**src/rtl/ch3drv_pkg.sv**
```systemverilog
/*
 * constants, field layout and configuration carrier for the channel three
 * output driver control bank.
 * assumes the serial control port hands in whole byte writes at an address.
 */
package ch3drv_pkg;

    // register addresses on the control port
    localparam logic [7:0] ADDR_DIV_DRV_CTRL  = 8'h2b;  // channel3_divider_driver_ctrl
    localparam logic [7:0] ADDR_CMOS_DRV_CTRL = 8'h2c;  // channel3_cmos_driver_ctrl

    // reset values: polarity non-inverted, lvds full current
    localparam logic [7:0] RST_DIV_DRV_CTRL   = 8'h14;
    localparam logic [7:0] RST_CMOS_DRV_CTRL  = 8'h00;

    // writable bits; reserved bits stay zero
    localparam logic [7:0] WMASK_DIV_DRV      = 8'hfe;
    localparam logic [7:0] WMASK_CMOS_DRV     = 8'hfc;

    // field positions, first register
    localparam int POS_POWERDOWN    = 7;
    localparam int POS_SYNC_EXCLUDE = 6;
    localparam int POS_DIFF_POL     = 4;
    localparam int POS_DIFF_MODE    = 1;
    // field positions, second register
    localparam int POS_POS_EN       = 7;
    localparam int POS_POS_POL      = 5;
    localparam int POS_NEG_EN       = 4;
    localparam int POS_NEG_POL      = 2;

    // field widths
    localparam int DIV_W   = 10;
    localparam int PHASE_W = 11;

    // polarity encodings shared by all three drivers
    localparam logic [1:0] POL_FORCE_HIGH = 2'h0;
    localparam logic [1:0] POL_NONINV     = 2'h1;
    localparam logic [1:0] POL_INV        = 2'h2;
    localparam logic [1:0] POL_FORCE_LOW  = 2'h3;

    // differential driver mode encodings
    localparam logic [2:0] MODE_LVDS_HALF  = 3'h0;
    localparam logic [2:0] MODE_LVDS_3Q    = 3'h1;
    localparam logic [2:0] MODE_LVDS_FULL  = 3'h2;
    localparam logic [2:0] MODE_LVDS_125   = 3'h3;
    localparam logic [2:0] MODE_HSTL       = 3'h4;
    localparam logic [2:0] MODE_HSTL_BOOST = 3'h5;
    localparam logic [2:0] MODE_HIZ_CMOS_A = 3'h6;
    localparam logic [2:0] MODE_HIZ_CMOS_B = 3'h7;

    // decoded configuration of the channel
    typedef struct packed {
        logic       ch3_divider_powerdown;
        logic       ch3_sync_exclude;
        logic [1:0] ch3_diff_polarity;
        logic [2:0] ch3_diff_drive_mode;
        logic       ch3_pos_cmos_enable;
        logic [1:0] ch3_pos_cmos_polarity;
        logic       ch3_neg_cmos_enable;
        logic [1:0] ch3_neg_cmos_polarity;
    } ch3drv_cfg_t;

    // divider state machine
    typedef enum logic [1:0] {
        DIV_OFF   = 2'b00,
        DIV_DELAY = 2'b01,
        DIV_RUN   = 2'b10
    } ch3drv_div_state_t;

endpackage
```
**src/rtl/ch3drv_divider.sv**
```systemverilog
/*
 * channel three divider with coarse phase delay, sync restart and power-down.
 * assumes one clock; divided clock is produced as a level plus an edge pulse.
 */
`timescale 1ns/10ps
module ch3drv_divider #(
    parameter int DIV_W   = 10,
    parameter int PHASE_W = 11
) (
    input  wire logic               clk,          // input clock
    input  wire logic               reset,        // async, active high
    input  wire logic               powerdown,    // hold divider idle
    input  wire logic               sync_pulse,   // restart, already masked
    input  wire logic [DIV_W-1:0]   divide_value, // ratio minus one
    input  wire logic [PHASE_W-1:0] phase_offset, // half-period units
    output logic                    div_level,    // divided clock level
    output logic                    div_edge      // pulse on rising edge
);

    ch3drv_pkg::ch3drv_div_state_t state_q, state_d;  // divider state
    logic [PHASE_W-1:0] cnt_q, cnt_d;                 // delay or period count
    logic               level_q, level_d;             // registered level
    logic               edge_q, edge_d;               // registered edge pulse
    logic [DIV_W:0]     high_len;                     // cycles high per period

    // high part is ceil of (ratio) over two
    assign high_len  = (DIV_W+1)'((({1'b0, divide_value}) + (DIV_W+1)'(2)) >> 1);
    assign div_level = level_q;
    assign div_edge  = edge_q;

    // next state of the divider
    always_comb
    begin
        state_d = state_q;
        cnt_d   = cnt_q;
        level_d = 1'b0;
        edge_d  = 1'b0;
        case (state_q)
            ch3drv_pkg::DIV_OFF:
            begin
                // leave idle once powered up again
                if (!powerdown)
                begin
                    state_d = ch3drv_pkg::DIV_DELAY;
                    cnt_d   = phase_offset >> 1;
                end
            end
            ch3drv_pkg::DIV_DELAY:
            begin
                // wait the coarse part of the phase offset
                if (cnt_q == '0)
                begin
                    state_d = ch3drv_pkg::DIV_RUN;
                    level_d = 1'b1;
                    edge_d  = 1'b1;
                end
                else
                begin
                    cnt_d = cnt_q - PHASE_W'(1);
                end
            end
            ch3drv_pkg::DIV_RUN:
            begin
                // count 0..divide_value, wrapping gives divide_value+1 cycles
                if (cnt_q[DIV_W-1:0] == divide_value)
                begin
                    cnt_d   = '0;
                    level_d = 1'b1;
                    edge_d  = 1'b1;
                end
                else
                begin
                    cnt_d   = cnt_q + PHASE_W'(1);
                    level_d = ({1'b0, cnt_d[DIV_W-1:0]} < high_len);
                end
            end
            default:
            begin
                state_d = ch3drv_pkg::DIV_OFF;
                cnt_d   = '0;
            end
        endcase
        // sync restarts the phase delay from scratch
        if (sync_pulse && !powerdown && state_q != ch3drv_pkg::DIV_OFF)
        begin
            state_d = ch3drv_pkg::DIV_DELAY;
            cnt_d   = phase_offset >> 1;
            level_d = 1'b0;
            edge_d  = 1'b0;
        end
        // power-down wins and holds everything idle
        if (powerdown)
        begin
            state_d = ch3drv_pkg::DIV_OFF;
            cnt_d   = '0;
            level_d = 1'b0;
            edge_d  = 1'b0;
        end
    end

    // register divider state
    always_ff @(posedge clk or posedge reset)
    begin
        if (reset)
        begin
            state_q <= ch3drv_pkg::DIV_OFF;
            cnt_q   <= '0;
            level_q <= 1'b0;
            edge_q  <= 1'b0;
        end
        else
        begin
            state_q <= state_d;
            cnt_q   <= cnt_d;
            level_q <= level_d;
            edge_q  <= edge_d;
        end
    end

endmodule

```
**src/rtl/ch3drv_output3_ctrl.sv**
```systemverilog
/*
 * channel three output driver control bank and output path.
 * assumes the serial control port decodes frames and presents byte writes
 * and reads here; divide ratio and phase offset come from registers outside.
 */
`timescale 1ns/10ps
module ch3drv_output3_ctrl #(
    parameter int DIV_W   = ch3drv_pkg::DIV_W,
    parameter int PHASE_W = ch3drv_pkg::PHASE_W
) (
    input  wire logic               clk,                     // input clock, 25 mhz
    input  wire logic               reset,                   // async, active high
    input  wire logic [7:0]         reg_addr,                // control port address
    input  wire logic [7:0]         reg_wdata,               // control port write byte
    input  wire logic               reg_write,               // write strobe
    input  wire logic               reg_read,                // read strobe
    output logic [7:0]              reg_rdata,               // read byte, registered
    output logic                    reg_rvalid,              // read data valid pulse
    input  wire logic               output_sync,             // output sync pulse
    input  wire logic [DIV_W-1:0]   ch3_divide_value,        // ratio minus one
    input  wire logic [PHASE_W-1:0] ch3_phase_offset,        // half-period units
    output logic                    clock_output_ch3_pos,    // positive leg level
    output logic                    clock_output_ch3_pos_oe, // positive leg driven
    output logic                    clock_output_ch3_neg,    // negative leg level
    output logic                    clock_output_ch3_neg_oe, // negative leg driven
    output logic                    ch3_diff_active,         // differential driver on
    output logic [2:0]              ch3_lvds_current,        // lvds strength code
    output logic                    ch3_hstl_select,         // hstl drive selected
    output logic                    ch3_hstl_boost,          // hstl boost selected
    output logic                    ch3_half_cycle_shift,    // fine half-period delay
    output logic                    ch3_edge                 // divided clock edge pulse
);

    logic [7:0]              ctrl_a_q, ctrl_a_d;   // divider/driver register
    logic [7:0]              ctrl_b_q, ctrl_b_d;   // cmos driver register
    logic [7:0]              rdata_q, rdata_d;     // read data
    logic                    rvalid_q, rvalid_d;   // read valid
    ch3drv_pkg::ch3drv_cfg_t cfg;                  // decoded fields
    logic                    div_level;            // divided clock
    logic                    pos_q, pos_d;         // positive leg level
    logic                    neg_q, neg_d;         // negative leg level
    logic                    pos_oe_q, pos_oe_d;   // positive leg enable
    logic                    neg_oe_q, neg_oe_d;   // negative leg enable
    logic                    cmos_mode;            // high-z/cmos mode

    // apply one of the shared polarity encodings to the clock
    function automatic logic apply_pol(input logic [1:0] pol, input logic clk_in);
        case (pol)
            ch3drv_pkg::POL_FORCE_HIGH: apply_pol = 1'b1;
            ch3drv_pkg::POL_NONINV:     apply_pol = clk_in;
            ch3drv_pkg::POL_INV:        apply_pol = ~clk_in;
            ch3drv_pkg::POL_FORCE_LOW:  apply_pol = 1'b0;
            default:                    apply_pol = 1'b1;
        endcase
    endfunction

    // field decode of both registers
    always_comb
    begin
        cfg.ch3_divider_powerdown = ctrl_a_q[ch3drv_pkg::POS_POWERDOWN];
        cfg.ch3_sync_exclude      = ctrl_a_q[ch3drv_pkg::POS_SYNC_EXCLUDE];
        cfg.ch3_diff_polarity     = ctrl_a_q[ch3drv_pkg::POS_DIFF_POL +: 2];
        cfg.ch3_diff_drive_mode   = ctrl_a_q[ch3drv_pkg::POS_DIFF_MODE +: 3];
        cfg.ch3_pos_cmos_enable   = ctrl_b_q[ch3drv_pkg::POS_POS_EN];
        cfg.ch3_pos_cmos_polarity = ctrl_b_q[ch3drv_pkg::POS_POS_POL +: 2];
        cfg.ch3_neg_cmos_enable   = ctrl_b_q[ch3drv_pkg::POS_NEG_EN];
        cfg.ch3_neg_cmos_polarity = ctrl_b_q[ch3drv_pkg::POS_NEG_POL +: 2];
    end

    // register writes and reads
    always_comb
    begin
        ctrl_a_d = ctrl_a_q;
        ctrl_b_d = ctrl_b_q;
        rdata_d  = rdata_q;
        rvalid_d = 1'b0;
        // writes keep reserved bits at zero
        if (reg_write)
        begin
            if (reg_addr == ch3drv_pkg::ADDR_DIV_DRV_CTRL)
            begin
                ctrl_a_d = reg_wdata & ch3drv_pkg::WMASK_DIV_DRV;
            end
            else if (reg_addr == ch3drv_pkg::ADDR_CMOS_DRV_CTRL)
            begin
                ctrl_b_d = reg_wdata & ch3drv_pkg::WMASK_CMOS_DRV;
            end
        end
        // reads of other addresses return zero
        if (reg_read)
        begin
            rvalid_d = 1'b1;
            if (reg_addr == ch3drv_pkg::ADDR_DIV_DRV_CTRL)
            begin
                rdata_d = ctrl_a_q;
            end
            else if (reg_addr == ch3drv_pkg::ADDR_CMOS_DRV_CTRL)
            begin
                rdata_d = ctrl_b_q;
            end
            else
            begin
                rdata_d = 8'h00;
            end
        end
    end

    // register bank flops
    always_ff @(posedge clk or posedge reset)
    begin
        if (reset)
        begin
            ctrl_a_q <= ch3drv_pkg::RST_DIV_DRV_CTRL;
            ctrl_b_q <= ch3drv_pkg::RST_CMOS_DRV_CTRL;
            rdata_q  <= 8'h00;
            rvalid_q <= 1'b0;
        end
        else
        begin
            ctrl_a_q <= ctrl_a_d;
            ctrl_b_q <= ctrl_b_d;
            rdata_q  <= rdata_d;
            rvalid_q <= rvalid_d;
        end
    end

    // divider; sync reaches it only when not excluded
    ch3drv_divider #(
        .DIV_W   (DIV_W),
        .PHASE_W (PHASE_W)
    ) u_divider (
        .clk          (clk),
        .reset        (reset),
        .powerdown    (cfg.ch3_divider_powerdown),
        .sync_pulse   (output_sync & ~cfg.ch3_sync_exclude),
        .divide_value (ch3_divide_value),
        .phase_offset (ch3_phase_offset),
        .div_level    (div_level),
        .div_edge     (ch3_edge)
    );

    // high-z/cmos for codes 110 and 111
    assign cmos_mode = (cfg.ch3_diff_drive_mode == ch3drv_pkg::MODE_HIZ_CMOS_A) ||
                       (cfg.ch3_diff_drive_mode == ch3drv_pkg::MODE_HIZ_CMOS_B);

    // output driver selection
    always_comb
    begin
        if (cfg.ch3_divider_powerdown)
        begin
            // powered down: legs low and released
            pos_d    = 1'b0;
            neg_d    = 1'b0;
            pos_oe_d = 1'b0;
            neg_oe_d = 1'b0;
        end
        else if (cmos_mode)
        begin
            // two single-ended cmos drivers
            pos_d    = apply_pol(cfg.ch3_pos_cmos_polarity, div_level);
            neg_d    = apply_pol(cfg.ch3_neg_cmos_polarity, div_level);
            pos_oe_d = cfg.ch3_pos_cmos_enable;
            neg_oe_d = cfg.ch3_neg_cmos_enable;
        end
        else
        begin
            // differential driver, complementary legs
            pos_d    = apply_pol(cfg.ch3_diff_polarity, div_level);
            neg_d    = ~pos_d;
            pos_oe_d = 1'b1;
            neg_oe_d = 1'b1;
        end
    end

    // output leg flops
    always_ff @(posedge clk or posedge reset)
    begin
        if (reset)
        begin
            pos_q    <= 1'b0;
            neg_q    <= 1'b0;
            pos_oe_q <= 1'b0;
            neg_oe_q <= 1'b0;
        end
        else
        begin
            pos_q    <= pos_d;
            neg_q    <= neg_d;
            pos_oe_q <= pos_oe_d;
            neg_oe_q <= neg_oe_d;
        end
    end

    // driver strength selection, straight from the mode field
    always_comb
    begin
        ch3_diff_active  = ~cmos_mode & ~cfg.ch3_divider_powerdown;
        ch3_lvds_current = 3'h0;
        ch3_hstl_select  = 1'b0;
        ch3_hstl_boost   = 1'b0;
        case (cfg.ch3_diff_drive_mode)
            ch3drv_pkg::MODE_LVDS_HALF:  ch3_lvds_current = 3'h1;
            ch3drv_pkg::MODE_LVDS_3Q:    ch3_lvds_current = 3'h2;
            ch3drv_pkg::MODE_LVDS_FULL:  ch3_lvds_current = 3'h3;
            ch3drv_pkg::MODE_LVDS_125:   ch3_lvds_current = 3'h4;
            ch3drv_pkg::MODE_HSTL:       ch3_hstl_select  = 1'b1;
            ch3drv_pkg::MODE_HSTL_BOOST:
            begin
                ch3_hstl_select = 1'b1;
                ch3_hstl_boost  = 1'b1;
            end
            default:                     ch3_lvds_current = 3'h0;
        endcase
    end

    // odd offsets ask the analog stage for a half-period shift
    assign ch3_half_cycle_shift    = ch3_phase_offset[0];
    assign reg_rdata               = rdata_q;
    assign reg_rvalid              = rvalid_q;
    assign clock_output_ch3_pos    = pos_q;
    assign clock_output_ch3_neg    = neg_q;
    assign clock_output_ch3_pos_oe = pos_oe_q;
    assign clock_output_ch3_neg_oe = neg_oe_q;

endmodule

```
**config.mk**
```make
export PLATFORM = sky130hd
export DESIGN_NAME = ch3drv_output3_ctrl
export DESIGN_NICKNAME = d
export VERILOG_FILES = /design/src/rtl/ch3drv_pkg.sv /design/src/rtl/ch3drv_divider.sv /design/src/rtl/ch3drv_output3_ctrl.sv
export SDC_FILE = /design/constraint.sdc
export NUM_CORES = 1
export LEC_CHECK = 0
export ABC_AREA = 1
export BUFFER_PORTS_ARGS = -buffer_cell sky130_fd_sc_hd__buf_2
export CAP_MARGIN = 0
export CORE_ASPECT_RATIO = 1.75
export CORE_MARGIN = 4
export CORE_UTILIZATION = 45
export CTS_CLUSTER_SIZE = 14
export DETAILED_ROUTE_END_ITERATION = 10
export GPL_TIMING_DRIVEN = 0
export PLACE_DENSITY = 0.7
export SLEW_MARGIN = 10
export SYNTH_ARGS = -nofsm -noshare
export SYNTH_HDL_FRONTEND = slang
export SYNTH_HIERARCHICAL = 1
export SYNTH_SLANG_ARGS = --single-unit
```
**constraint.sdc**
```tcl
create_clock -name clk -period 1.85 [get_ports clk]
set_input_delay 0.185 -clock clk [delete_from_list [all_inputs] [get_ports clk]]
set_output_delay 0.185 -clock clk [all_outputs]
set_load 0.02 [all_outputs]
```
Word level (Yosys, flattened, before mapping)
Cells that the tools add are included.
- bitwise logic cells: 8
- eq/ne operators: 24
- order comparisons: 1
- mux-type cells: 37
- reduce and logical (&&, ||, !) cells: 15
- add/sub/neg operators: 3
- operators by type and width (operator ; count):
    $mux 11 ; 4
    $pmux 11 s3 ; 1
    $mux 1 ; 20
    $eq 8x6->1 const B ; 2
    $mux 8 ; 2
    $eq 2x2->1 const B ; 7
    $eq 3x3->1 const B ; 4
    $pmux 1 s4 ; 3
    $pmux 3 s4 ; 1
    $add 10x2->11 const B ; 1
    $add 11x1->11 const B ; 1
    $logic_not 11->1 ; 1
    $sub 11x1->11 const B ; 1
    $eq 10x10->1 ; 1
    $lt 10x10->1 ; 1
    $eq 2x1->1 const B ; 4
    $logic_not 2->1 ; 4
    $eq 3x2->1 const B ; 2
    $mux 2 ; 3
    $not 1->1 ; 6
    $pmux 2 s3 ; 1
    $ne 4x2->1 const B ; 1
    $ne 4x4->1 const B ; 1
    $pmux 1 s2 ; 2
    other kinds (11) ; 14
- bits in registers: 41
- output and inout bits: 21
- word-level logic and storage cells: 100
- input port bits: 42

Logic depth before layout (Yosys ltp)
- depth in word-level cells: 7
- mapped depth: 14
- depth with buffers taken out: 14

By module
Netlist, hierarchy kept.
- modules (own cells, without submodules) (module ; instances ; sequential area each (µm²) ; area an instance (µm²) ; cells an instance):
    ch3drv_divider ; 1 ; 375.4 ; 1843.0 ; 290
    ch3drv_output3_ctrl ; 1 ; 628.1 ; 1302.5 ; 167

Least setup slack after synthesis
No wires, ideal clock.
- kind: reg2reg
- start: register u_divider.cnt_q[0]
- end: register u_divider.level_q (netlist: u_divider/div_level)
- clock period less this slack: 1974 ps
- setup slack: -124 ps
- data arrival time: 1909 ps
- required time: 1785 ps
- library setup time: 65 ps
- cell stages (with the launch flop): 13
- cell sequence: dfrtp_1 > ha_1 > nand2_1 > inv_1 > nand3_1 > nor2_1 > nand2_1 > xor2_1 > inv_1 > ha_1 > a2111oi_0 > nand2_1 > nand2_1
- cells in the longest elaborated chain, start to end: 6
- ends and longest elaborated chain (element ; line ; text):
    start, declared ; ch3drv_divider.sv:21 ; logic [PHASE_W-1:0] cnt_q, cnt_d;
    start signal, assigned ; ch3drv_divider.sv:114 ; cnt_q <= cnt_d;
    $add 11x1->11 ; ch3drv_divider.sv:73 ; cnt_d = cnt_q + PHASE_W'(1);
    $lt 10x10->1 ; ch3drv_divider.sv:74 ; level_d = ({1'b0, cnt_d[DIV_W-1:0]} < high_len);
    $mux 1 ; ch3drv_divider.sv:65 ; if (cnt_q[DIV_W-1:0] == divide_value)
    $pmux 1 s2 (*) ; ch3drv_divider.sv:38 ; case (state_q)
    $mux 1 (*) ; ch3drv_divider.sv:84 ; if (sync_pulse && !powerdown && state_q != ch3drv_pkg::DIV_OFF)
    $mux 1 (*) ; ch3drv_divider.sv:92 ; if (powerdown)
    named net u_divider.level_d ; ch3drv_divider.sv:22 ; logic level_q, level_d;
    end signal, assigned ; ch3drv_divider.sv:115 ; level_q <= level_d;
    end, declared ; ch3drv_divider.sv:22 ;
Mark *: on every way through the listed nets, which the timed path passes. The rest lies on a longest branch.
A chain may end at the register's enable or synchronous reset.

Worst setup path after layout
Same ends and word-level chain as after synthesis.

==> results by group <==
STA
  • Final Setup Violations: 1
  • Final Max Slew Viols: 0
  • Min Clock Period, post-route: roughly 2.0 ns
  • Worst hold slack: -0.0162 ns
  • Fin crit share: 109%
  • Min setup slack post-route: -0.174 ns
  • F_max: 0.494 GHz
  • RSZ-0062 raised after global routing: true
  • Final hold vios: 15
  • Normalized max-slew margin: 35.6%
  • Worst-margin pin slew: 0.965 ns
  • Skew final: 0.00982 ns

Floorplanning
  • Die H: 119 um
  • Starting utilization of the core area: between 40% and 50%
  • Die X: 71.2 um
  • Row cnt: 40
  • Total core area: 6860 um^2
  • Die area: 8440 um^2
  • Top-Level Pins: 63

Yosys
  • Mux cell area share after synthesis: 0%
  • Largest family of logic cells by synthesized area: simple AND/OR/NAND/NOR gates
  • Syn Inst Count: 457
  • Synth Area in Compound Gates: ~7.7%
  • Avg Synthesized Cell Area: 6.88 um^2
  • Flops & latches, synth: 40
  • Synth Area in XOR/XNOR: 4.46%
  • Ys async rst share: 100%
  • Synthesized cell area: 3150 um^2
  • Simple-gate share of the synthesized area: 40.1%
  • Synth Net Count: 517
  • Number of synthesized flops with an enable pin: 0
  • Synth warn: 6
  • Main flop type after synthesis: dfrtp_1
  • Seq/Total Area, Yosys: 31.9%
  • Synth cell types: 40
  • Adder and majority gate portion of the synthesized area: 7.16%

Place
  • Area post-placement: 3560 um^2
  • GPL Wtd Cong: 0.896
  • Setup WS pre-CTS: -0.333 ns
  • Hpwl dp: about 6600 um
  • Port Buf Inserts: 59

Routing
  • Via density: 5.21
  • Wire length per cell: 14.1 um
  • Vias: between 3000 and 4000
  • DRT antenna net count: 0
  • Residual DRC count: 0
  • Total Routed Length: 8730 um
  • Initial DRC count: 197
  • Pre-antenna DRT Iters: 5

CTS
  • CTS max path bufs: 2
  • Clock latency on the worst-skew pair: roughly 0.28 ns
  • Max H-tree Level: 2
  • CTS clk-pin slew, worst paths: about 0.060 ns
  • Sink Count: 40
  • Clock root buffer: clkbuf_16
  • TritonCTS clock tree: done
  • CTS Hold Bufs: 0
  • CTS buffer count: 5

Critical path
  • R2R cell count: 12
  • WP data arrival: approximately 2.2 ns
  • CP Max Fanout: 4
  • Max incr delay on CP: 0.45 ns
  • Crit Path Class: reg2reg
  • Worst setup SP type: register
  • Critical Path RT: a little over 2 ns
  • CP max-delay cell: dfrtp_2
  • CP cell instances: ha_4 -> nand2_2 -> inv_2 -> nand3_4 -> nor2_4 -> nand2_1 -> xor2_1 -> inv_1 -> ha_2 -> a2111oi_2 -> nand2_1 -> nand2_1
  • Worst Path Buf+Inv: 2
  • CP dominant cell by count: nand2_1
  • CP Depth: 12
  • CP top delay family: simple AND/OR/NAND/NOR gates
  • Crit end category: register

Layout
  • Layout cell share with drive strength beyond 1: 28.5%
  • Post-route design area: roughly 4000 um^2
  • Area growth syn-to-layout: 25.8%
  • End-of-flow core utilization: 57.7%
  • Final #Nets: 596
  • # diodes: 0

Power and ir drop
  • VDD IR max: 606 uV
  • Total power: 4610 uW
  • Lkg Pwr: around 0.0021 uW
  • Pwr/cell area: 1160 nW/um^2

Global route
  • GRT Total Usage: 20.7%
  • First-pass GRT wire length: between 10000 and 15000 um
  • GRT overflow: 0
  • Vias in the first global route: 3114
  • Largest net degree at the start of global routing: 26
  • Initial antenna violation count: 0

Run
  • Max-capacitance violation count: 0

Min path
  • Hold WC Path Type: in2async

Run status
  • Failing checks: negative hold slack, negative setup slack
  • Status: finished, violations left
[report_power, final]
group | leakage, uW | switching [uW] | internal (uW) | total (uW)
Sequential | 0.000512 | 180 | 1030 | 1220
Clock | 0.0000736 | 357 | 497 | 854
Combinational | 0.00149 | 1600 | 941 | 2540
Total | 0.00207 | 2130 | 2470 | 4610
[registers in the layout, indices dropped and copies added (netlist names), 2 cells and up]
| name | flops |
|---|---|
| ctrl_a_q | 7 |
| ctrl_b_q | 6 |
| reg_rdata | 7 |
| u_divider/cnt_q | 11 |
| u_divider/state_q | 2 |
[cell type report]
| cell class | instances | area [um^2] |
|---|---|---|
| clock inverters | 3 | 18.8 |
| plain buffers | 10 | 72.6 |
| repair buffers | 72 | 400 |
| clock buffers | 5 | 125 |
| flip-flops and latches | 40 | 1010 |
| well taps | 84 | 105 |
| fillers | 661 | 2900 |
| inverters | 52 | 208 |
| multi-input cells | 355 | 2020 |
[synth_stat cells, types with 4 or more instances]
master / n / share of area (%)
nand4_1: 6 / 1.2
nor2_2: 5 / 0.99
nand2_1: 150 / 18
nand2_2: 7 / 1.4
nand3_1: 53 / 8.4
dfrtp_1: 38 / 30
o21ai_0: 16 / 2.5
nor3_1: 4 / 0.64
a21oi_1: 20 / 3.2
nor2_1: 35 / 4.2
nor2_4: 4 / 1.4
inv_1: 45 / 5.4
xor2_1: 12 / 3.3
inv_2: 4 / 0.48
xnor2_1: 4 / 1.1
ha_1: 18 / 7.2
[logic make-up (layout without fill, tap and decap cells)]
group                    after synthesis  after routing
AO/OA/AOI/OAI                         44             44
XOR/XNOR                              16             16
adder cells (fa/ha/maj)               18             18
buffers and inverters                 63            142
flip-flops                            40             40
other                                  1              1
AND/OR/NAND/NOR                      275            276
[stage by stage]
stage	std cells	setup TNS (ns)
floorplan	457	-0.0427
global placement	600	-0.692
CTS	615	-0.0857
detailed placement	600	-0.847
global route	621	-0.377
finish	621	-0.174
[cell usage in the layout (no fill, tap or decap), drive strengths merged]
master and n:
nand3b 1, dfrtp 38, ha 18, and2 1, clkbuf 9, nand3 54, nor2 46, xor2 12
clkinv 4, buf 78, clkinvlp 1, nand4 6, xnor2 4, conb 1, o21ai 19, nor3 5
a2111oi 1, or2 3, a21oi 22, o22ai 1, nand2 160, o211ai 1, dfstp 2, inv 50
[layer usage]
| metal | wire length, um | share of wire, % | GRT usage, % | vias to the layer above |
|---|---|---|---|---|
| met5 | 0 | 0 | 0 | - |
| met4 | 376 | 4.3 | 10.5 | 0 |
| met3 | 394 | 4.5 | 2.13 | 27 |
| met2 | 4860 | 56 | 39.9 | 108 |
| met1 | 3090 | 35 | 20.7 | 1489 |
| li1 | - | - | - | 1611 |
[what timing repair did]
action	in CTS	in global routing
buffers inserted	8	7
gates cloned	0	1
pin swaps	3	15
resized for setup	17	27
endpoints found under the setup margin	13	12
[final timing paths]
kind	startpoint	to	slack, ns
max	u_divider/cnt_q[0]$_DFFE_PP0P_	u_divider/div_level$_DFF_PP0_	-0.17
min	reset	u_divider/cnt_q[4]$_DFFE_PP0P_	-0.02
max reg2reg	u_divider/cnt_q[0]$_DFFE_PP0P_	u_divider/div_level$_DFF_PP0_	-0.17
min reg2reg	reg_rdata[5]$_DFFE_PP0P_	reg_rdata[5]$_DFFE_PP0P_	0.48
max in group asynchronous	reset	ctrl_a_q[5]$_DFFE_PP0P_	1.13
min in group clk	reg_read	reg_rvalid$_DFF_PP0_	0.10
No activity file was read; power rests on OpenSTA's default activity.
